### src/swrl_pkg.sv
// Purpose: Shared constants and types for the single-wire register link.
// Assumes: One device clock; positions count bit periods after the
//          middle start bit, the third start bit being position 0.
// Notes:   Register file, status register and interrupt source sit outside.
package swrl_pkg;

  // Bit-period measurement range in device clock cycles
  localparam int unsigned SWRL_MAX_BIT_CYCLES   = 1024;
  localparam int unsigned SWRL_CNT_W            = 11;

  // Interrupt pulse on the shared line
  localparam int unsigned SWRL_CLK_PERIOD_NS    = 4;
  localparam int unsigned SWRL_INT_PULSE_NS     = 2000;
  localparam int unsigned SWRL_INT_PULSE_CYCLES =
    (SWRL_INT_PULSE_NS / SWRL_CLK_PERIOD_NS < 1) ? 1 :
    SWRL_INT_PULSE_NS / SWRL_CLK_PERIOD_NS;
  localparam int unsigned SWRL_INT_CNT_W        = 12;

  // Operation codes, first received bit in the MSB
  localparam logic [2:0] SWRL_OP_READ  = 3'h6;
  localparam logic [2:0] SWRL_OP_WRITE = 3'h3;

  // Bit positions within a stream
  localparam logic [4:0] SWRL_POS_OP_FIRST   = 5'h01;
  localparam logic [4:0] SWRL_POS_OP_LAST    = 5'h03;
  localparam logic [4:0] SWRL_POS_ADDR_FIRST = 5'h04;
  localparam logic [4:0] SWRL_POS_ADDR_LAST  = 5'h08;
  localparam logic [4:0] SWRL_POS_DATA_FIRST = 5'h0A;
  localparam logic [4:0] SWRL_POS_DATA_LAST  = 5'h11;
  localparam logic [4:0] SWRL_POS_PAR0       = 5'h12;
  localparam logic [4:0] SWRL_POS_PAR1       = 5'h13;
  localparam logic [4:0] SWRL_POS_ACK0       = 5'h15;
  localparam logic [4:0] SWRL_POS_ACK1       = 5'h16;
  localparam logic [4:0] SWRL_POS_READ_END   = 5'h15;
  localparam logic [4:0] SWRL_POS_WRITE_END  = 5'h18;

  // Status register holding the serial parity error flag
  localparam logic [4:0] SWRL_STATUS_ADDR    = 5'h1A;
  localparam int unsigned SWRL_PARITY_ERR_BIT = 2;

  typedef enum logic [1:0] {
    SWRL_IDLE    = 2'b00,
    SWRL_LEAD    = 2'b01,
    SWRL_MEASURE = 2'b11,
    SWRL_FRAME   = 2'b10
  } swrl_state_e;

  typedef struct packed {
    logic       wr;
    logic       rd;
    logic [4:0] addr;
    logic [7:0] wdata;
  } swrl_reg_req_s;

endpackage

### src/swrl_bit_timer.sv
// Purpose: Measures one bit period and then ticks bit middles and ends.
// Assumes: clear and latch are single-cycle pulses from the link logic.
// Notes:   Period equals edge-to-edge cycles of the measured bit.
`timescale 1ns/1ps
module swrl_bit_timer
  import swrl_pkg::*;
#(
  parameter int unsigned CNT_W = SWRL_CNT_W
) (
  input  wire logic clock,
  input  wire logic rst_n,
  input  wire logic ce,
  input  wire logic clear,
  input  wire logic latch,
  output logic      mid_tick,
  output logic      bit_tick,
  output logic      overflow
);

  logic [CNT_W-1:0] cnt;
  logic [CNT_W-1:0] period;
  logic             run;

  wire [CNT_W-1:0] cnt_inc  = cnt + 1'b1;
  wire [CNT_W-1:0] last_cnt = period - 1'b1;
  wire [CNT_W-1:0] half_cnt = period >> 1;

  assign bit_tick = run && (cnt == last_cnt);
  assign mid_tick = run && (cnt == half_cnt);
  assign overflow = !run && (cnt >= CNT_W'(SWRL_MAX_BIT_CYCLES));

  always_ff @(posedge clock or negedge rst_n) begin
    if (!rst_n) begin
      cnt    <= '0;
      period <= '0;
      run    <= 1'b0;
    end else if (ce) begin
      if (clear) begin
        cnt <= '0;
        run <= 1'b0;
      end else if (latch) begin
        period <= cnt_inc;
        cnt    <= '0;
        run    <= 1'b1;
      end else if (bit_tick) begin
        cnt <= '0;
      end else if (!overflow) begin
        cnt <= cnt_inc;
      end
    end
  end

endmodule // swrl_bit_timer

### src/swrl_link.sv
// Purpose: Device end of the single-wire register link and interrupt pin.
// Assumes: Pin and register inputs are synchronous to clock; reg_rdata is
//          valid one cycle after a read request.
// Notes:   clock is the device clock input that the host times against.
`timescale 1ns/1ps
module swrl_link
  import swrl_pkg::*;
#(
  parameter int unsigned CNT_W = SWRL_CNT_W
) (
  input  wire logic    clock,
  input  wire logic    rst_n,
  input  wire logic    ce,
  input  wire logic    line_in,
  input  wire logic    int_polarity,
  input  wire logic    int_pending,
  input  wire logic [7:0] reg_rdata,
  output logic         line_out,
  output logic         line_oe_n,
  output swrl_reg_req_s reg_req,
  output logic [7:0]   status_set
);

  swrl_state_e   state;
  swrl_state_e   next_state;
  logic          line_d;
  logic [4:0]    pos;
  logic [2:0]    op;
  logic [4:0]    addr;
  logic [7:0]    data;
  logic [1:0]    par;
  logic          is_read;
  logic          ack_ok;
  logic          rd_wait;
  logic          int_prev;
  logic          int_arm;
  logic [SWRL_INT_CNT_W-1:0] int_cnt;

  logic          mid_tick;
  logic          bit_tick;
  logic          overflow;

  // Line levels: the line rests at the inactive interrupt level
  wire idle_lvl  = ~int_polarity;
  wire edge_seen = line_in != line_d;
  wire lead_seen = line_oe_n && (line_d == idle_lvl) &&
                   (line_in != idle_lvl);

  wire in_idle    = state == SWRL_IDLE;
  wire in_lead    = state == SWRL_LEAD;
  wire in_measure = state == SWRL_MEASURE;
  wire in_frame   = state == SWRL_FRAME;

  // Middle start bit runs from the edge that ends the lead bit to the next edge
  wire tm_clear = (in_idle && lead_seen) || (in_lead && edge_seen);
  wire tm_latch = in_measure && edge_seen;
  wire too_long = (in_lead || in_measure) && overflow;

  // Field decode on bit middles and ends
  wire op_ok     = (op == SWRL_OP_READ) || (op == SWRL_OP_WRITE);
  wire op_end    = in_frame && bit_tick && (pos == SWRL_POS_OP_LAST);
  wire op_bad    = op_end && !op_ok;
  wire addr_end  = in_frame && bit_tick && (pos == SWRL_POS_ADDR_LAST);
  wire par_end   = in_frame && bit_tick && (pos == SWRL_POS_PAR1);
  wire [4:0] end_pos = is_read ? SWRL_POS_READ_END : SWRL_POS_WRITE_END;
  wire frame_end = in_frame && bit_tick && (pos == end_pos);

  wire smp_op   = (pos >= SWRL_POS_OP_FIRST) && (pos <= SWRL_POS_OP_LAST);
  wire smp_addr = (pos >= SWRL_POS_ADDR_FIRST) &&
                  (pos <= SWRL_POS_ADDR_LAST);
  wire smp_data = !is_read && (pos >= SWRL_POS_DATA_FIRST) &&
                  (pos <= SWRL_POS_DATA_LAST);
  wire sample   = in_frame && mid_tick;

  // Parity over code, address and data
  wire par_calc = ^{op, addr, data};
  wire par_good = (par[0] == par_calc) && (par[1] == ~par[0]);
  wire wr_good  = par_end && !is_read && par_good;
  wire wr_fail  = par_end && !is_read && !par_good;

  // Drive decision for the bit that starts at this boundary
  wire [4:0] next_pos = pos + 5'h01;
  wire [4:0] dix      = next_pos - SWRL_POS_DATA_FIRST;
  wire rd_drive = is_read && (next_pos >= SWRL_POS_DATA_FIRST) &&
                  (next_pos <= SWRL_POS_PAR1);
  wire rd_bit   = (next_pos == SWRL_POS_PAR0) ? par_calc :
                  (next_pos == SWRL_POS_PAR1) ? ~par_calc :
                  data[dix[2:0]];
  wire ack_drive = !is_read && ack_ok &&
                   ((next_pos == SWRL_POS_ACK0) ||
                    (next_pos == SWRL_POS_ACK1));
  wire ack_bit   = (next_pos == SWRL_POS_ACK0) ? par[0] : par[1];
  wire frm_drive = !frame_end && (rd_drive || ack_drive);
  wire frm_bit   = rd_drive ? rd_bit : ack_bit;

  // Interrupt shares the pin, pulsed only between streams
  wire int_set  = (int_pending && !int_prev) ||
                  (frame_end && int_pending);
  wire int_fire = in_idle && int_arm && int_pending &&
                  (int_cnt == '0) && !lead_seen;
  wire int_drive = in_idle && (int_cnt != '0);
  wire next_arm  = int_pending && (int_set || (int_arm && !int_fire));
  // The firing cycle drives too, so the count loads one short
  wire [SWRL_INT_CNT_W-1:0] next_int_cnt =
    int_fire ? SWRL_INT_CNT_W'(SWRL_INT_PULSE_CYCLES - 1) :
    int_drive ? int_cnt - 1'b1 : '0;

  wire next_oe_n =
    in_frame ? (bit_tick ? !frm_drive : line_oe_n) :
    !(int_drive || int_fire);
  wire next_out =
    in_frame ? (bit_tick ? (frm_drive && frm_bit) : line_out) :
    ((int_drive || int_fire) ? int_polarity : 1'b0);

  // Register requests pulse for one cycle
  swrl_reg_req_s next_req;
  assign next_req.wr    = wr_good;
  assign next_req.rd    = addr_end && (op == SWRL_OP_READ);
  assign next_req.addr  = addr;
  assign next_req.wdata = data;

  wire [7:0] next_status =
    wr_fail ? (8'h01 << SWRL_PARITY_ERR_BIT) : 8'h00;

  always_comb begin
    next_state = state;
    unique case (state)
      SWRL_IDLE:    if (lead_seen) next_state = SWRL_LEAD;
      SWRL_LEAD: begin
        if (too_long) next_state = SWRL_IDLE;
        else if (edge_seen) next_state = SWRL_MEASURE;
      end
      SWRL_MEASURE: begin
        if (too_long) next_state = SWRL_IDLE;
        else if (edge_seen) next_state = SWRL_FRAME;
      end
      SWRL_FRAME: begin
        if (op_bad || frame_end) next_state = SWRL_IDLE;
      end
    endcase
  end

  swrl_bit_timer #(
    .CNT_W    (CNT_W)
  ) u_timer (
    .clock    (clock),
    .rst_n    (rst_n),
    .ce       (ce),
    .clear    (tm_clear),
    .latch    (tm_latch),
    .mid_tick (mid_tick),
    .bit_tick (bit_tick),
    .overflow (overflow)
  );

  always_ff @(posedge clock or negedge rst_n) begin
    if (!rst_n) begin
      state <= SWRL_IDLE;
      pos   <= 5'h00;
    end else if (ce) begin
      state <= next_state;
      if (!in_frame) pos <= 5'h00;
      else if (bit_tick) pos <= next_pos;
    end
  end

  // Field capture at bit middles; guard and start levels are dropped
  always_ff @(posedge clock or negedge rst_n) begin
    if (!rst_n) begin
      op   <= 3'h0;
      addr <= 5'h00;
      par  <= 2'h0;
    end else if (ce && sample) begin
      if (smp_op) op <= {op[1:0], line_in};
      if (smp_addr) addr <= {line_in, addr[4:1]};
      if (pos == SWRL_POS_PAR0) par[0] <= line_in;
      if (pos == SWRL_POS_PAR1) par[1] <= line_in;
    end
  end

  always_ff @(posedge clock or negedge rst_n) begin
    if (!rst_n) begin
      data <= 8'h00;
    end else if (ce) begin
      if (rd_wait) data <= reg_rdata;
      else if (sample && smp_data) data <= {line_in, data[7:1]};
    end
  end

  always_ff @(posedge clock or negedge rst_n) begin
    if (!rst_n) begin
      is_read <= 1'b0;
      ack_ok  <= 1'b0;
      rd_wait <= 1'b0;
    end else if (ce) begin
      // Register file answers one cycle after it sees the read pulse
      rd_wait <= reg_req.rd;
      if (tm_latch) is_read <= 1'b0;
      else if (op_end) is_read <= op == SWRL_OP_READ;
      if (tm_latch) ack_ok <= 1'b0;
      else if (par_end) ack_ok <= wr_good;
    end
  end

  always_ff @(posedge clock or negedge rst_n) begin
    if (!rst_n) begin
      line_d   <= 1'b1;
      int_prev <= 1'b0;
      int_arm  <= 1'b0;
      int_cnt  <= '0;
    end else if (ce) begin
      line_d   <= line_in;
      int_prev <= int_pending;
      int_arm  <= next_arm;
      int_cnt  <= next_int_cnt;
    end
  end

  always_ff @(posedge clock or negedge rst_n) begin
    if (!rst_n) begin
      line_out   <= 1'b0;
      line_oe_n  <= 1'b1;
      reg_req    <= '0;
      status_set <= 8'h00;
    end else if (ce) begin
      line_out   <= next_out;
      line_oe_n  <= next_oe_n;
      reg_req    <= next_req;
      status_set <= next_status;
    end
  end

endmodule // swrl_link

### config.mk
export PLATFORM = sky130hd
export DESIGN_NAME = swrl_link
export DESIGN_NICKNAME = d
export VERILOG_FILES = /design/src/swrl_pkg.sv /design/src/swrl_bit_timer.sv /design/src/swrl_link.sv
export SDC_FILE = /design/constraint.sdc
export NUM_CORES = 1
export LEC_CHECK = 0
export BUFFER_PORTS_ARGS = -buffer_cell sky130_fd_sc_hd__buf_2
export CORE_UTILIZATION = 57
export CTS_BUF_LIST = sky130_fd_sc_hd__clkbuf_2
export CTS_CLUSTER_SIZE = 16
export DETAILED_ROUTE_END_ITERATION = 6
export GPL_TIMING_DRIVEN = 1
export PLACE_DENSITY_LB_ADDON = 0.12
export SYNTH_ARGS = -nofsm -noshare
export SYNTH_HDL_FRONTEND = slang
export SYNTH_HIERARCHICAL = 1
export SYNTH_SLANG_ARGS = --single-unit
### constraint.sdc
create_clock -name clock -period 7.25 [get_ports clock]
set_clock_uncertainty 0.1 [all_clocks]
set_input_delay 0.3625 -clock clock [delete_from_list [all_inputs] [get_ports clock]]
set_output_delay 0.3625 -clock clock [all_outputs]
set_load 0.05 [all_outputs]
==> results_dict.tcl <==
set metrics [dict create \
    status "complete, no violations" \
    syn_area_um2 5359 \
    initial_utilization_pct 58.55 \
    path_class "register to register" \
    max_freq_mhz 249.0 \
    startpoint "u_timer/period[1]" \
    track_usage_pct 25.48 \
    die_w_um 98.96 \
    worstPathMaxFanout 11 \
    reg2reg_setup_slack_ns 3.23 \
    final_common_cell "dfrtp_1" \
    finalCriticalPeriod_ns 4.017 \
    overflow 0 \
    dr.pass1.iters 7 \
    drive_above_1_share_pct 17.80 \
    ir_worst_vdd_mv 0.1318 \
    netlist_instances 570 \
    io_pins 39 \
    power.total_mw 1.526 \
    port_buffers 31 \
    place_ws_ns 3.343 \
    drc_errors 0 \
    end_kind "register" \
    maxCapViolCount 0 \
    drt_wl_total_um 11550 \
    hold_viol 0 \
    clock_sinks 84 \
    post_drt_via_cell_ratio 6.087 \
    crit_arrival_ns 4.42 \
    place.gp.congestion 0.9030 \
    final_cell_mix "82 x dfrtp_1, 58 x nand2_1, 40 x o21ai_0" \
    synth_cell_type_count 74 \
    hp-start "int_polarity" \
    final-setup-viol-count 0 \
    n_antenna_cell 0 \
    fillers 776 \
    worstPathRequired_ns 7.66 \
    power_leakage_nw 2.491 \
    grt_pass1_vias 4052 \
    layout_setup_ws_ns 3.233 \
    worstMarginPinSlew_ns 1.255 \
    wire_per_inst_um 16.48 \
    drtIter0Drc 186 \
    numCtsBuffers 9 \
    rr_startpoint "u_timer/period[1]" \
    cp-start-kind "register" \
    worstSkewPairLatency_ns 0.56 \
    tns_ns 0 \
    antenna_left 0 \
    dieHeight_um 98.96 \
    dieArea_um2 9793 \
    multi_input_area_um2 2958 \
    power_density_nw_per_um2 270.2 \
    holdCritPathClass "input pin to register" \
    fp.coreArea_um2 9153 \
    layout.nets 608 \
    post_cts_resized 0 \
    seq_area_um2 2105 \
    min_path_cells 3 \
    grt_start_max_net_pins 85 \
    htreeDepth 3 \
    rows 35 \
    yosysSeqAreaShare_pct 39.27 \
    slew_viol_final 0 \
    rsz0062_at_grt "no" \
    r2r-end "state[0]" \
    cts_setup_buffers 0 \
    clk_path_buf_depth 2 \
    synthToLayoutAreaGrowth_pct 5.370 \
    clk_root_buffer_cell "clkbuf_2" \
    r2r_cells 11 \
    placed_cell_area_um2 5438 \
    synth_ff_type "dfrtp_1" \
    synth_seq_cells 84 \
    antenna_found_initial 0 \
    cts.clk_slew.worst_paths_ns 0.29 \
    yosys_warnings 6 \
    grt_pass1_wl_um 19890 \
    async_flop_share_pct 100.0 \
    finalInstanceArea_um2 5647 \
    vias 4267 \
    min_period_over_period_pct 55.40 \
    avgSynthCellArea_um2 9.402 \
    maxSlewHeadroom_pct 15.85 \
    dpl.hpwl_um 7956 \
    synth_edf_count 0 \
    cts_tree "built" \
    hold_end "line_out" \
]
## stage by stage
step	util (%)	cells	hold WS [ns]
2_1_floorplan	-	576	-0.03309
3_3_place_gp	59.41	675	0.3666
3_5_place_dp	59.41	675	0.3676
4_1_cts	61.70	701	0.05711
5_1_grt	61.70	701	0.08382
6_report	61.70	701	0.06657
## metal layers
layer  up-vias  GRT usage [%]  wire length [um]
li1       2049              -                 -
met1      2051          37.26              5491
met2       144          38.89              5297
met3        23          2.979               542
met4         0          9.529               218
met5         -              0                 0
## cell type report
class,count,share of cell area (%)
timing repair buffer,43,4.830
clock buffer,9,0.7977
clock inverter,7,1.130
inverter,17,1.130
tap,111,2.460
sequential,84,37.27
multi-input combinational,430,52.38
## critical path: stages (launching register included)
cell	delay [ns]
dfrtp_1	0.49
or3_4	0.42
or4_4	0.43
a2bb2oi_2	0.15
nand4b_2	0.32
nor3_1	0.57
and2_1	0.37
nor3b_2	0.27
a21boi_0	0.25
o2111ai_1	0.20
a211oi_1	0.30
a21o_1	0.12
## power breakdown
part / internal [mW] / switching [mW] / leakage (nW)
logic: 0.249 / 0.387 / 1.32
clock network: 0.0542 / 0.188 / 0.0634
registers: 0.544 / 0.103 / 1.11
total: 0.847 / 0.679 / 2.49
## logic make-up after synthesis
kind of cell | count (synthesis) | share of synthesized area (%)
AOI/OAI and AO/OA | 133 | 17.35
xor gates and xnor gates | 46 | 7.518
adders and majority gates | 9 | 2.101
buffers and inverters | 62 | 5.953
DFF | 84 | 39.27
muxes | 40 | 8.545
other | 1 | 0.06998
and+or+nand+nor | 195 | 19.19
## synth_stat cells, types with 3 or more instances
| master | count | area share [%] |
|---|---|---|
| buf_2 | 7 | 0.65 |
| and2_1 | 3 | 0.35 |
| or2_2 | 3 | 0.35 |
| nor2b_1 | 11 | 1.3 |
| mux2_2 | 26 | 5.5 |
| dfrtp_1 | 82 | 38 |
| nor3b_1 | 5 | 0.70 |
| nand2b_1 | 9 | 1.1 |
| nor2_1 | 37 | 2.6 |
| nor3_1 | 11 | 1.0 |
| o21ai_1 | 11 | 1.0 |
| a32o_1 | 5 | 0.93 |
| nand2_1 | 58 | 4.1 |
| and3_1 | 5 | 0.58 |
| a21oi_1 | 24 | 2.2 |
| nand3_1 | 17 | 1.6 |
| o211ai_2 | 8 | 1.9 |
| or3_1 | 4 | 0.47 |
| o31ai_1 | 3 | 0.42 |
| o311ai_1 | 10 | 1.6 |
| xor2_1 | 22 | 3.6 |
| xnor2_1 | 24 | 3.9 |
| buf_6 | 5 | 1.1 |
| nand4_1 | 7 | 0.82 |
| o21ai_0 | 40 | 3.7 |
| buf_4 | 10 | 1.4 |
| ha_1 | 9 | 2.1 |
| clkbuf_1 | 18 | 1.3 |
| buf_1 | 3 | 0.21 |
| a22o_1 | 3 | 0.49 |
| nand3b_1 | 3 | 0.42 |
| nor4_1 | 7 | 0.82 |
| mux2i_1 | 12 | 2.2 |
| inv_1 | 16 | 1.1 |
## registers in the layout, summed over array words and instances, names as in the netlist
| signal | flops |
|---|---|
| addr | 5 |
| data | 8 |
| op | 3 |
| int_cnt | 12 |
| reg_req | 15 |
| u_timer/cnt | 11 |
| line_oe_n | 1 |
| ack_ok | 1 |
| int_prev | 1 |
| u_timer/run | 1 |
| state | 2 |
| status_set | 1 |
| is_read | 1 |
| line_d | 1 |
| par | 2 |
| pos | 5 |
| rd_wait | 1 |
| int_arm | 1 |
| line_out | 1 |
| u_timer/period | 11 |
## what timing repair did
| action | CTS | global route |
|---|---|---|
| hold endpoints to repair | 92 | 0 |
| setup endpoints to repair | 0 | 0 |
| hold buffers | 10 | 0 |
## worst max path at each step
stage / endpoint / slack (ns) / cells past startpoint
6_report: state[0] / 3.23 / 11
5_1_grt: state[0] / 2.88 / 13
4_1_cts: state[0] / 3.29 / 11
3_5_place_dp: state[0] / 3.34 / 11
3_3_place_gp: state[0] / 3.60 / 11
2_1_floorplan: state[0] / 3.92 / 13
Power figures use the tool's default switching activity.
